**config.mk**
```make
export PLATFORM = sky130hd
export DESIGN_NAME = vcpu_iface_ctrl
export DESIGN_NICKNAME = d
export VERILOG_FILES = /design/src/vcpu_ctrl_pkg.sv /design/src/vcpu_access_check.sv /design/src/vcpu_iface_ctrl.sv
export SDC_FILE = /design/constraint.sdc
export NUM_CORES = 1
export LEC_CHECK = 0
export BUFFER_PORTS_ARGS = -buffer_cell sky130_fd_sc_hd__buf_4
export CAP_MARGIN = 5
export CORE_MARGIN = 1.5
export CORE_UTILIZATION = 31
export DETAILED_ROUTE_END_ITERATION = 10
export SYNTH_ARGS = -nofsm -noshare
export SYNTH_HDL_FRONTEND = slang
export SYNTH_SLANG_ARGS = --single-unit
```
**constraint.sdc**
```tcl
create_clock -name mclk -period 2.6 [get_ports mclk]
set_input_delay 0.52 -clock mclk [delete_from_list [all_inputs] [get_ports mclk]]
set_output_delay 0.52 -clock mclk [all_outputs]
set_load 0.02 [all_outputs]
```
**src/vcpu_ctrl_pkg.sv**
```systemverilog
// Package for the virtual CPU interface control and capability registers.
// Assumes a single core clock domain and a coprocessor access port.
package vcpu_ctrl_pkg;
    // System-register encodings (opc1, CRn, CRm, opc2) on coprocessor 15.
    localparam logic [3:0] coproc_num = 4'hf;
    localparam logic [2:0] acc_opc1 = 3'h4;
    localparam logic [3:0] acc_crn = 4'hc;
    localparam logic [3:0] acc_crm = 4'hb;
    localparam logic [2:0] opc2_control = 3'h7;
    localparam logic [2:0] opc2_capability = 3'h1;

    // Control register field positions.
    localparam int pmask_lsb = 24;
    localparam int bp0_lsb = 21;
    localparam int bp1_lsb = 18;
    localparam int eoim_bit = 9;
    localparam int cbpr_bit = 4;
    localparam int fiq_bit = 3;
    localparam int ack_bit = 2;
    localparam int grp1_bit = 1;
    localparam int grp0_bit = 0;
    localparam logic [31:0] control_reset = 32'h0000_0000;
    localparam logic [31:0] control_write_mask = 32'hfffc_021f;

    // Capability register field positions.
    localparam int pri_lsb = 29;
    localparam int pre_lsb = 26;
    localparam int idw_lsb = 23;
    localparam int serror_gen_support_bit = 22;
    localparam int a3v_bit = 21;
    localparam int nodi_bit = 20;
    localparam int tds_bit = 19;
    localparam int lrc_lsb = 0;

    localparam logic [2:0] idw_16 = 3'h0;
    localparam logic [2:0] idw_24 = 3'h1;
    localparam logic [2:0] bp_saturate = 3'h7;
    localparam logic [23:0] ack_spurious_id = 24'h0003fe;

    // Exception levels and access outcomes.
    typedef enum logic [1:0] {el0 = 2'h0, el1 = 2'h1, el2 = 2'h2, el3 = 2'h3} level_t;
    typedef enum logic [2:0] {
        res_ok = 3'h1,
        res_undef = 3'h2,
        res_trap = 3'h4
    } result_t;
endpackage : vcpu_ctrl_pkg

```
**src/vcpu_access_check.sv**
```systemverilog
// Privilege and trap checker for one coprocessor access to these registers.
// Assumes the inputs are stable on the same clock as the caller.
`timescale 1ns/100ps
module vcpu_access_check
(
    input wire logic [1:0] level,
    input wire logic non_secure,
    input wire logic hyp_present,
    input wire logic hyp_sysreg_enable,
    input wire logic monitor_sysreg_enable,
    input wire logic hyp_cp12_trap,
    output vcpu_ctrl_pkg::result_t result
);
    always_comb
    begin
        result = vcpu_ctrl_pkg::res_undef;
        unique case (level)
            2'h2:
            begin
                if (!hyp_present || !non_secure || !hyp_sysreg_enable)
                    result = vcpu_ctrl_pkg::res_undef;
                else
                    result = vcpu_ctrl_pkg::res_ok;
            end
            2'h3:
            begin
                if (non_secure && !monitor_sysreg_enable)
                    result = vcpu_ctrl_pkg::res_undef;
                else
                    result = vcpu_ctrl_pkg::res_ok;
            end
            2'h1:
            begin
                if (hyp_present && non_secure && hyp_cp12_trap)
                    result = vcpu_ctrl_pkg::res_trap;
                else
                    result = vcpu_ctrl_pkg::res_undef;
            end
            2'h0:
                result = vcpu_ctrl_pkg::res_undef;
        endcase
    end
endmodule : vcpu_access_check

```
**src/vcpu_iface_ctrl.sv**
```systemverilog
// Virtual CPU interface control register and capability register with
// the guest-visible effects of the control fields.
// Assumes one coprocessor access per valid pulse and inputs on mclk.
`timescale 1ns/100ps

module vcpu_iface_ctrl
#(
    parameter logic [2:0] priority_bit_count = 3'h4,
    parameter logic [2:0] preempt_bit_count = 3'h4,
    parameter logic [2:0] identifier_width = 3'h0,
    parameter logic serror_gen_support = 1'b0,
    parameter logic aff_level3_valid = 1'b0,
    parameter logic no_direct_injection = 1'b1,
    parameter logic deact_trap_supported = 1'b0,
    parameter logic [4:0] list_reg_count = 5'h03,
    parameter logic hyp_present = 1'b1
)
(
    input wire logic mclk,
    input wire logic reset,
    // Hypervisor coprocessor access.
    input wire logic acc_valid,
    input wire logic acc_write,
    input wire logic [3:0] acc_coproc,
    input wire logic [2:0] acc_op1,
    input wire logic [3:0] acc_n,
    input wire logic [3:0] acc_m,
    input wire logic [2:0] acc_op2,
    input wire logic [1:0] acc_level,
    input wire logic acc_non_secure,
    input wire logic [31:0] acc_wdata,
    input wire logic hyp_sysreg_enable,
    input wire logic monitor_sysreg_enable,
    input wire logic hyp_cp12_trap,
    output logic acc_done,
    output logic acc_undef,
    output logic acc_trap,
    output logic [31:0] acc_rdata,
    // Guest-side virtual interface access.
    input wire logic guest_valid,
    input wire logic guest_write,
    input wire logic guest_sel_bp1,
    input wire logic [2:0] guest_wdata,
    output logic [2:0] guest_rdata,
    output logic guest_done,
    // Pending interrupt presentation.
    input wire logic pend_valid,
    input wire logic pend_grp1,
    input wire logic [7:0] pend_priority,
    input wire logic [23:0] pend_id,
    output logic virt_irq,
    output logic virt_fiq,
    output logic [23:0] ack_id,
    output logic [7:0] preempt_group_mask,
    // End of interrupt and deactivate requests.
    input wire logic eoi_write,
    input wire logic deact_write,
    output logic prio_drop,
    output logic deactivate
);
    logic [7:0] virt_priority_mask;
    logic [2:0] virt_binary_point_grp0;
    logic [2:0] virt_binary_point_grp1;
    logic virt_eoi_mode;
    logic virt_common_binary_point;
    logic virt_fiq_enable;
    logic virt_ack_control;
    logic virt_grp1_enable;
    logic virt_grp0_enable;
    vcpu_ctrl_pkg::result_t check;
    logic sel_control;
    logic sel_capability;
    logic [31:0] control_word;
    logic [31:0] capability_word;
    logic [2:0] bp1_view;
    logic [2:0] active_point;
    logic deliver;

    function automatic logic [2:0] sat_inc(input logic [2:0] value);
        if (value == vcpu_ctrl_pkg::bp_saturate)
            return vcpu_ctrl_pkg::bp_saturate;
        return 3'(value + 3'h1);
    endfunction : sat_inc

    function automatic logic [7:0] point_mask(input logic [2:0] point);
        return 8'(8'hfe << point);
    endfunction : point_mask

    vcpu_access_check u_check
    (
        .level(acc_level),
        .non_secure(acc_non_secure),
        .hyp_present(hyp_present),
        .hyp_sysreg_enable(hyp_sysreg_enable),
        .monitor_sysreg_enable(monitor_sysreg_enable),
        .hyp_cp12_trap(hyp_cp12_trap),
        .result(check)
    );

    assign sel_control = acc_coproc == vcpu_ctrl_pkg::coproc_num
        && acc_op1 == vcpu_ctrl_pkg::acc_opc1 && acc_n == vcpu_ctrl_pkg::acc_crn
        && acc_m == vcpu_ctrl_pkg::acc_crm && acc_op2 == vcpu_ctrl_pkg::opc2_control;
    assign sel_capability = acc_coproc == vcpu_ctrl_pkg::coproc_num
        && acc_op1 == vcpu_ctrl_pkg::acc_opc1 && acc_n == vcpu_ctrl_pkg::acc_crn
        && acc_m == vcpu_ctrl_pkg::acc_crm && acc_op2 == vcpu_ctrl_pkg::opc2_capability;

    // Fields pack at their documented positions; gaps stay zero.
    always_comb
    begin
        control_word = 32'h0000_0000;
        control_word[vcpu_ctrl_pkg::pmask_lsb +: 8] = virt_priority_mask;
        control_word[vcpu_ctrl_pkg::bp0_lsb +: 3] = virt_binary_point_grp0;
        control_word[vcpu_ctrl_pkg::bp1_lsb +: 3] = virt_binary_point_grp1;
        control_word[vcpu_ctrl_pkg::eoim_bit] = virt_eoi_mode;
        control_word[vcpu_ctrl_pkg::cbpr_bit] = virt_common_binary_point;
        control_word[vcpu_ctrl_pkg::fiq_bit] = virt_fiq_enable;
        control_word[vcpu_ctrl_pkg::ack_bit] = virt_ack_control;
        control_word[vcpu_ctrl_pkg::grp1_bit] = virt_grp1_enable;
        control_word[vcpu_ctrl_pkg::grp0_bit] = virt_grp0_enable;
    end

    always_comb
    begin
        capability_word = 32'h0000_0000;
        if (hyp_present)
        begin
            capability_word[vcpu_ctrl_pkg::pri_lsb +: 3] = priority_bit_count;
            capability_word[vcpu_ctrl_pkg::pre_lsb +: 3] = preempt_bit_count;
            capability_word[vcpu_ctrl_pkg::idw_lsb +: 3] = identifier_width;
            capability_word[vcpu_ctrl_pkg::serror_gen_support_bit] = serror_gen_support;
            capability_word[vcpu_ctrl_pkg::a3v_bit] = aff_level3_valid;
            capability_word[vcpu_ctrl_pkg::nodi_bit] = no_direct_injection;
            capability_word[vcpu_ctrl_pkg::tds_bit] = deact_trap_supported;
            capability_word[vcpu_ctrl_pkg::lrc_lsb +: 5] = list_reg_count;
        end
        else
            capability_word[vcpu_ctrl_pkg::nodi_bit] = 1'b1;
    end

    // Hypervisor access response; a write to the capability register is undefined.
    always_ff @(posedge mclk or posedge reset)
    begin
        if (reset)
        begin
            acc_done <= 1'b0;
            acc_undef <= 1'b0;
            acc_trap <= 1'b0;
            acc_rdata <= 32'h0000_0000;
        end
        else
        begin
            acc_done <= acc_valid;
            acc_undef <= 1'b0;
            acc_trap <= 1'b0;
            acc_rdata <= 32'h0000_0000;
            if (acc_valid)
            begin
                if (!(sel_control || sel_capability) || (sel_capability && acc_write))
                    acc_undef <= 1'b1;
                else if (check == vcpu_ctrl_pkg::res_trap)
                    acc_trap <= 1'b1;
                else if (check == vcpu_ctrl_pkg::res_undef)
                    acc_undef <= 1'b1;
                else if (!acc_write)
                    acc_rdata <= sel_control ? control_word : capability_word;
            end
        end
    end

    logic hyp_wr;
    logic [31:0] wmasked;
    assign hyp_wr = acc_valid && acc_write && sel_control && check == vcpu_ctrl_pkg::res_ok;
    assign wmasked = acc_wdata & vcpu_ctrl_pkg::control_write_mask;

    // Guest binary point writes share the fields with the hypervisor; hypervisor wins.
    always_ff @(posedge mclk or posedge reset)
    begin
        if (reset)
        begin
            virt_binary_point_grp0 <= vcpu_ctrl_pkg::control_reset[vcpu_ctrl_pkg::bp0_lsb +: 3];
            virt_binary_point_grp1 <= vcpu_ctrl_pkg::control_reset[vcpu_ctrl_pkg::bp1_lsb +: 3];
        end
        else if (hyp_wr)
        begin
            virt_binary_point_grp0 <= wmasked[vcpu_ctrl_pkg::bp0_lsb +: 3];
            virt_binary_point_grp1 <= wmasked[vcpu_ctrl_pkg::bp1_lsb +: 3];
        end
        else if (guest_valid && guest_write)
        begin
            if (!guest_sel_bp1)
                virt_binary_point_grp0 <= guest_wdata;
            else if (!virt_common_binary_point)
                virt_binary_point_grp1 <= guest_wdata;
        end
    end

    always_ff @(posedge mclk or posedge reset)
    begin
        if (reset)
        begin
            virt_priority_mask <= vcpu_ctrl_pkg::control_reset[vcpu_ctrl_pkg::pmask_lsb +: 8];
            virt_eoi_mode <= vcpu_ctrl_pkg::control_reset[vcpu_ctrl_pkg::eoim_bit];
            virt_common_binary_point <= vcpu_ctrl_pkg::control_reset[vcpu_ctrl_pkg::cbpr_bit];
            virt_fiq_enable <= vcpu_ctrl_pkg::control_reset[vcpu_ctrl_pkg::fiq_bit];
            virt_ack_control <= vcpu_ctrl_pkg::control_reset[vcpu_ctrl_pkg::ack_bit];
            virt_grp1_enable <= vcpu_ctrl_pkg::control_reset[vcpu_ctrl_pkg::grp1_bit];
            virt_grp0_enable <= vcpu_ctrl_pkg::control_reset[vcpu_ctrl_pkg::grp0_bit];
        end
        else if (hyp_wr)
        begin
            virt_priority_mask <= wmasked[vcpu_ctrl_pkg::pmask_lsb +: 8];
            virt_eoi_mode <= wmasked[vcpu_ctrl_pkg::eoim_bit];
            virt_common_binary_point <= wmasked[vcpu_ctrl_pkg::cbpr_bit];
            virt_fiq_enable <= wmasked[vcpu_ctrl_pkg::fiq_bit];
            virt_ack_control <= wmasked[vcpu_ctrl_pkg::ack_bit];
            virt_grp1_enable <= wmasked[vcpu_ctrl_pkg::grp1_bit];
            virt_grp0_enable <= wmasked[vcpu_ctrl_pkg::grp0_bit];
        end
    end

    assign bp1_view = virt_common_binary_point ? sat_inc(virt_binary_point_grp0)
        : virt_binary_point_grp1;

    always_ff @(posedge mclk or posedge reset)
    begin
        if (reset)
        begin
            guest_done <= 1'b0;
            guest_rdata <= 3'h0;
        end
        else
        begin
            guest_done <= guest_valid;
            if (guest_valid && !guest_write)
                guest_rdata <= guest_sel_bp1 ? bp1_view : virt_binary_point_grp0;
        end
    end

    // Group 1 uses its own point unless the common bit hands it to Group 0.
    assign active_point = (pend_grp1 && !virt_common_binary_point)
        ? virt_binary_point_grp1 : virt_binary_point_grp0;
    assign deliver = pend_valid && pend_priority < virt_priority_mask
        && (pend_grp1 ? virt_grp1_enable : virt_grp0_enable);

    always_ff @(posedge mclk or posedge reset)
    begin
        if (reset)
        begin
            virt_irq <= 1'b0;
            virt_fiq <= 1'b0;
            ack_id <= 24'h000000;
            preempt_group_mask <= 8'h00;
        end
        else
        begin
            virt_fiq <= deliver && !pend_grp1 && virt_fiq_enable;
            virt_irq <= deliver && (pend_grp1 || !virt_fiq_enable);
            preempt_group_mask <= point_mask(active_point);
            if (pend_valid && pend_grp1 && !virt_ack_control)
                ack_id <= vcpu_ctrl_pkg::ack_spurious_id;
            else
                ack_id <= pend_valid ? pend_id : 24'h000000;
        end
    end

    always_ff @(posedge mclk or posedge reset)
    begin
        if (reset)
        begin
            prio_drop <= 1'b0;
            deactivate <= 1'b0;
        end
        else
        begin
            prio_drop <= eoi_write;
            deactivate <= virt_eoi_mode ? deact_write : eoi_write;
        end
    end
endmodule : vcpu_iface_ctrl

```
# After elaboration in Yosys (flattened, before gate mapping)
# Index checks and enable logic that the tools add are counted.
totals:
  elab_cells: 112
  output_inout_bits: 75
  input_bits: 102
  ff_bits: 95
classes:
  n_addsub: 1
  eq_ne: 15
  order_cmp: 1
  shifts: 1
  reduce_logical: 39
  n_mux: 34
op_table:
  columns: ["op", "n"]
  rows:
  - ["$mux W32", 6]
  - ["$mux W24", 2]
  - ["$mux W3", 13]
  - ["$logic_and A1 B1 Y1", 21]
  - ["$eq A3 B3 Y1 const B", 4]
  - ["$eq A4 B4 Y1 const B", 3]
  - ["$pmux W3 S4", 1]
  - ["$mux W1", 10]
  - ["$logic_not A1 Y1", 9]
  - ["$lt A8 B8 Y1", 1]
  - ["$shl A8 B3 Y8 const A", 1]
  - ["$eq A3 B1 Y1 const B", 2]
  - ["$eq A2 B2 Y1 const B", 2]
  - ["$logic_or A1 B1 Y1", 4]
  - ["$mux W2", 2]
  - ["$ne A2 B1 Y1 const B", 2]
  - ["$reduce_bool A2 Y1", 2]
  - ["$add A3 B1 Y3 const B", 1]
  - ["$eq A3 B2 Y1 const B", 1]
  - ["$reduce_and A3 Y1", 1]
  - ["$eq A2 B1 Y1 const B", 1]
  - ["$logic_not A2 Y1", 1]
  - ["$reduce_and A2 Y1", 1]

# Longest topological paths before layout
depth:
  depth_word: 11
  depth_mapped: 6
  mapped_depth_nobuf: 6

# Cells and area by module
# Synthesis repeated with hierarchy kept, for this count alone.
hier_totals:
  hier_cells: 273
  hier_area_um2: 3465.8
by_module_without_submodules:
  columns: ["mod", "area_each_um2", "seq_area_each_um2", "cells_each", "instances"]
  rows:
  - ["vcpu_iface_ctrl", 3398.3, 2052.0, 264, 1]
  - ["vcpu_access_check", 67.6, 0.0, 9, 1]

# Least setup slack after synthesis
# OpenSTA, ideal clock, no wires.
synth_timing:
  path_kind: "input to register"
  from: "input port acc_n[0]"
  to: "register virt_ack_control"
  setup_time_ns: 0.125
  stages: 6
  required_time_ns: 2.475
  path_buffers: 2
  arrival_ns: 1.837
  setup_slack_ns: 0.638
  path_cell_list: "nand4b_1 > or3_1 > buf_6 > nor4_4 > buf_6 > mux2_4"
synth_via:
  elab_chain_cells: 6
synth_rtl:
  columns: ["item", "line_no", "source"]
  rows:
  - ["from (decl)", "vcpu_iface_ctrl.sv:26", "input wire logic [3:0] acc_n,"]
  - ["$eq A4 B4 Y1", "vcpu_iface_ctrl.sv:101", "&& acc_op1 == vcpu_ctrl_pkg::acc_opc1 && acc_n == vcpu_ctrl_pkg::acc_crn"]
  - ["$logic_and A1 B1 Y1", "vcpu_iface_ctrl.sv:101", null]
  - ["$logic_and A1 B1 Y1 (2 in a row)", "vcpu_iface_ctrl.sv:102", "&& acc_m == vcpu_ctrl_pkg::acc_crm && acc_op2 == vcpu_ctrl_pkg::opc2_control;"]
  - ["$logic_and A1 B1 Y1 (2 in a row)", "vcpu_iface_ctrl.sv:172", "assign hyp_wr = acc_valid && acc_write && sel_control && check == vcpu_ctrl_pkg::res_ok;"]
  - ["to (signal assigned)", "vcpu_iface_ctrl.sv:205", "virt_ack_control <= vcpu_ctrl_pkg::control_reset[vcpu_ctrl_pkg::ack_bit];"]
  - ["to (signal assigned)", "vcpu_iface_ctrl.sv:215", "virt_ack_control <= wmasked[vcpu_ctrl_pkg::ack_bit];"]
  - ["to (decl)", "vcpu_iface_ctrl.sv:67", "logic virt_ack_control;"]
# No other way between the ends.
# A chain may end at the register's enable or synchronous reset.

# Final worst setup path
layout_timing:
  from: "input port acc_n[0]"
  to: "register virt_grp1_enable"
layout_via:
  elab_chain_cells: 6
layout_rtl:
  columns: ["item", "line_no", "source"]
  rows:
  - ["$eq A4 B4 Y1", "vcpu_iface_ctrl.sv:101", null]
  - ["$logic_and A1 B1 Y1", "vcpu_iface_ctrl.sv:101", null]
  - ["$logic_and A1 B1 Y1 (2 in a row)", "vcpu_iface_ctrl.sv:102", null]
  - ["$logic_and A1 B1 Y1 (2 in a row)", "vcpu_iface_ctrl.sv:172", null]
  - ["to (signal assigned)", "vcpu_iface_ctrl.sv:206", "virt_grp1_enable <= vcpu_ctrl_pkg::control_reset[vcpu_ctrl_pkg::grp1_bit];"]
  - ["to (signal assigned)", "vcpu_iface_ctrl.sv:216", "virt_grp1_enable <= wmasked[vcpu_ctrl_pkg::grp1_bit];"]
  - ["to (decl)", "vcpu_iface_ctrl.sv:68", "logic virt_grp1_enable;"]
# No other way between the ends.

==> key figures <==
Timing
  • Final WS setup: 0.7086 ns
  • Peak Freq: around 530 MHz
  • # setup viols final: 0
  • Setup Skew: 0.005375 ns
  • Max-Slew Margin vs Limit: 50.37%
  • Max-slew violations: 0
  • Worst Tran Pin Value: 0.7429 ns
  • Crit path time final: 1.891 ns
  • RSZ-0062 raised after global routing: false
  • TNS Setup: 0 ns
  • Crit share post-route: about 73%
  • Fin. Hold Viols: 0

Logic synthesis
  • Mapped Area: between 3000 and 4000 sq um
  • Register area share after synthesis: 56.71%
  • Share of synthesized registers carrying an async set or reset: 100.0%
  • Unique masters post-synth: between 40 and 50
  • Syn Inst Count: 279
  • Yosys Warn Count: 0
  • Most frequent cell after synthesis: dfrtp_1
  • Top cells by area, synth: dfrtp_1, mux2_4, and4_1
  • FF+latch count, synth: ~80
  • Post-synth EDFFs: 0
  • Synth Flop Type: dfrtp_1
  • Area leader, netlist: dfrtp_1
  • Synth top area share: around 57%
  • Commonest cells in the netlist: dfrtp_1, mux2_4, and2_1
  • Syn_area_per_cell: between 10 and 15 sq um

Die
  • Num rows: 39
  • Core Footprint: 11,420 sq um
  • Initial Utilization: between 30% and 40%
  • Die width: 111.0 um
  • Die area: 12,330 sq um
  • Die Ht: 111.0 um
  • Ports: between 150 and 200

Clock network
  • Post-CTS Setup Repair Bufs: 0
  • Post-CTS Resized: 0
  • CTS sink cnt: a little over 80
  • Worst-Skew Late Latency: 0.33 ns
  • H-tree depth: 3
  • CTS clock-pin slew for the worst setup and hold paths: 0.06 ns
  • Root Buffer: clkbuf_16
  • Clock buffer depth: 2
  • CTS tree: built
  • CTS Buf Count: 9
  • Post-CTS Hold Buffers: 0

Global route
  • Largest net degree at the start of global routing: between 40 and 50
  • Grt ovf: 0
  • First-pass GRT wire length: 13,790 um
  • Initial antenna violation count: 0
  • Vias in the first global route: roughly 2,700
  • GRT Overall Usage: 14.48%

Finish
  • Final Cell Area: ~5200 sq um
  • Final core utilization: around 46%
  • ANT cells: 0
  • Fill cells: 1,064
  • Fin nets: roughly 540
  • Fraction of layout cells with a size suffix above 1: between 40% and 50%
  • P&R area growth vs syn: 44.05%

Power and ir drop
  • Worst VDD drop: 0.3460 mV
  • P_leak: 2.565 nW
  • Pwr Density: a little over 600 nW/um^2

Worst setup path
  • CP Capture Type: flop
  • CP Launch Type: input pin
  • Critical path class: in2reg
  • Crit Path Max Fanout: 20
  • WP data arrival: about 2.1 ns
  • CP required: between 2 and 3 ns

Route
  • Drt pass-1 iters: 5
  • DRT iter0 DRCs: 92
  • Via-to-Cell Ratio: 4.522
  • Final ANT Viol Nets: 0
  • # DRC: 0
  • Wire per inst: 14.67 um
  • Routed via count: roughly 2,600
  • Final wirelength: 8538 um

Status
  • Status: complete, no violations

Flow run
  • Max-cap violations: 0

Place
  • Cell Area, Placed: 4883 sq um
  • Pre-CTS setup slack: 0.3506 ns
  • Final RePlAce weighted congestion: 0.7458
  • HPWL after DPL: 6396 um
  • Port bufs: 151

Worst hold path
  • Worst hold path class: in2async
==> state kept, by name, indices dropped and copies added, names as in the netlist, 3 cells and up <==
signal / cells
preempt_group_mask: 7
virt_priority_mask: 8
guest_rdata: 3
acc_rdata: 20
virt_binary_point_grp1: 3
ack_id: 24
virt_binary_point_grp0: 3
==> worst max-delay path: stages <==
cell and delay [ns]:
buf_4 0.10, nand4b_1 0.14, or3_1 0.52, nor4_4 0.25, buf_12 0.25, mux2_4 0.32
==> metrics by stage <==
step | std cells | power (mW) | hold slack (ns)
2_1_floorplan | 291 | 1.673 | 0.4819
5_1_grt | 582 | 3.404 | 0.2493
6_report | 582 | 3.248 | 0.2165
3_5_place_dp | 566 | 1.912 | 0.4809
4_1_cts | 582 | 3.303 | 0.2228
3_3_place_gp | 566 | 1.900 | 0.4743
==> power by group <==
part / total [mW] / internal, mW / leakage, nW / switching, mW
logic: 0.481 / 0.249 / 1.33 / 0.231
clock network: 1.37 / 0.868 / 0.159 / 0.501
registers: 1.40 / 1.35 / 1.08 / 0.0509
total: 3.25 / 2.46 / 2.57 / 0.783
==> metal layers <==
layer | wire length (um) | track usage, %
met1 | 3796 | 19.09
met2 | 3876 | 22.22
met3 | 646 | 3.226
met4 | 217 | 7.848
met5 | 0 | 0
==> cell usage in the layout (no fill, tap or decap), types with 3 or more instances in the layout <==
cell type	n
nor3_1	5
and2_1	17
ha_1	8
clkbuf_16	9
conb_1	13
nor2b_1	4
buf_4	155
o21a_1	9
o21ai_0	3
and4_1	15
nand2_1	12
a21oi_1	7
nor3_2	3
mux2_2	8
dfrtp_1	82
nand4b_1	3
mux2i_1	3
inv_1	10
mux2_4	20
nand2b_1	4
nor2_1	9
==> area by class of cell <==
class / instances / area [sq um] / area share [%]
Multi-Input combinational cell: 173 / 1404 / 26.93
Clock inverter: 6 / 90.09 / 1.728
Inverter: 11 / 45.04 / 0.8641
Sequential cell: 82 / 2052 / 39.37
Tap cell: 143 / 178.9 / 3.433
Timing Repair Buffer: 157 / 1204 / 23.09
Clock buffer: 10 / 239.0 / 4.585
==> final timing paths <==
check,depth (start not counted),slack [ns],to,start
hold reg to reg,2,0.49,guest_rdata[0],guest_rdata[0]
setup / recovery,6,0.71,virt_grp1_enable,acc_n[0]
min in group mclk,1,0.30,prio_drop,eoi_write
hold / removal,2,0.22,ack_id[10],reset
max in group asynchronous,3,1.77,virt_grp1_enable,reset
setup reg to reg,3,0.88,ack_id[11],virt_ack_control
==> cell families after synthesis <==
group | synth area share (%)
DFF | 56.71
AOI/OAI and AO/OA | 6.777
muxes | 11.62
other | 0.1036
buffers and inverters | 5.878
and+or+nand+nor | 16.15
adders and majority gates | 2.766
(Power assumes the default switching activity.)
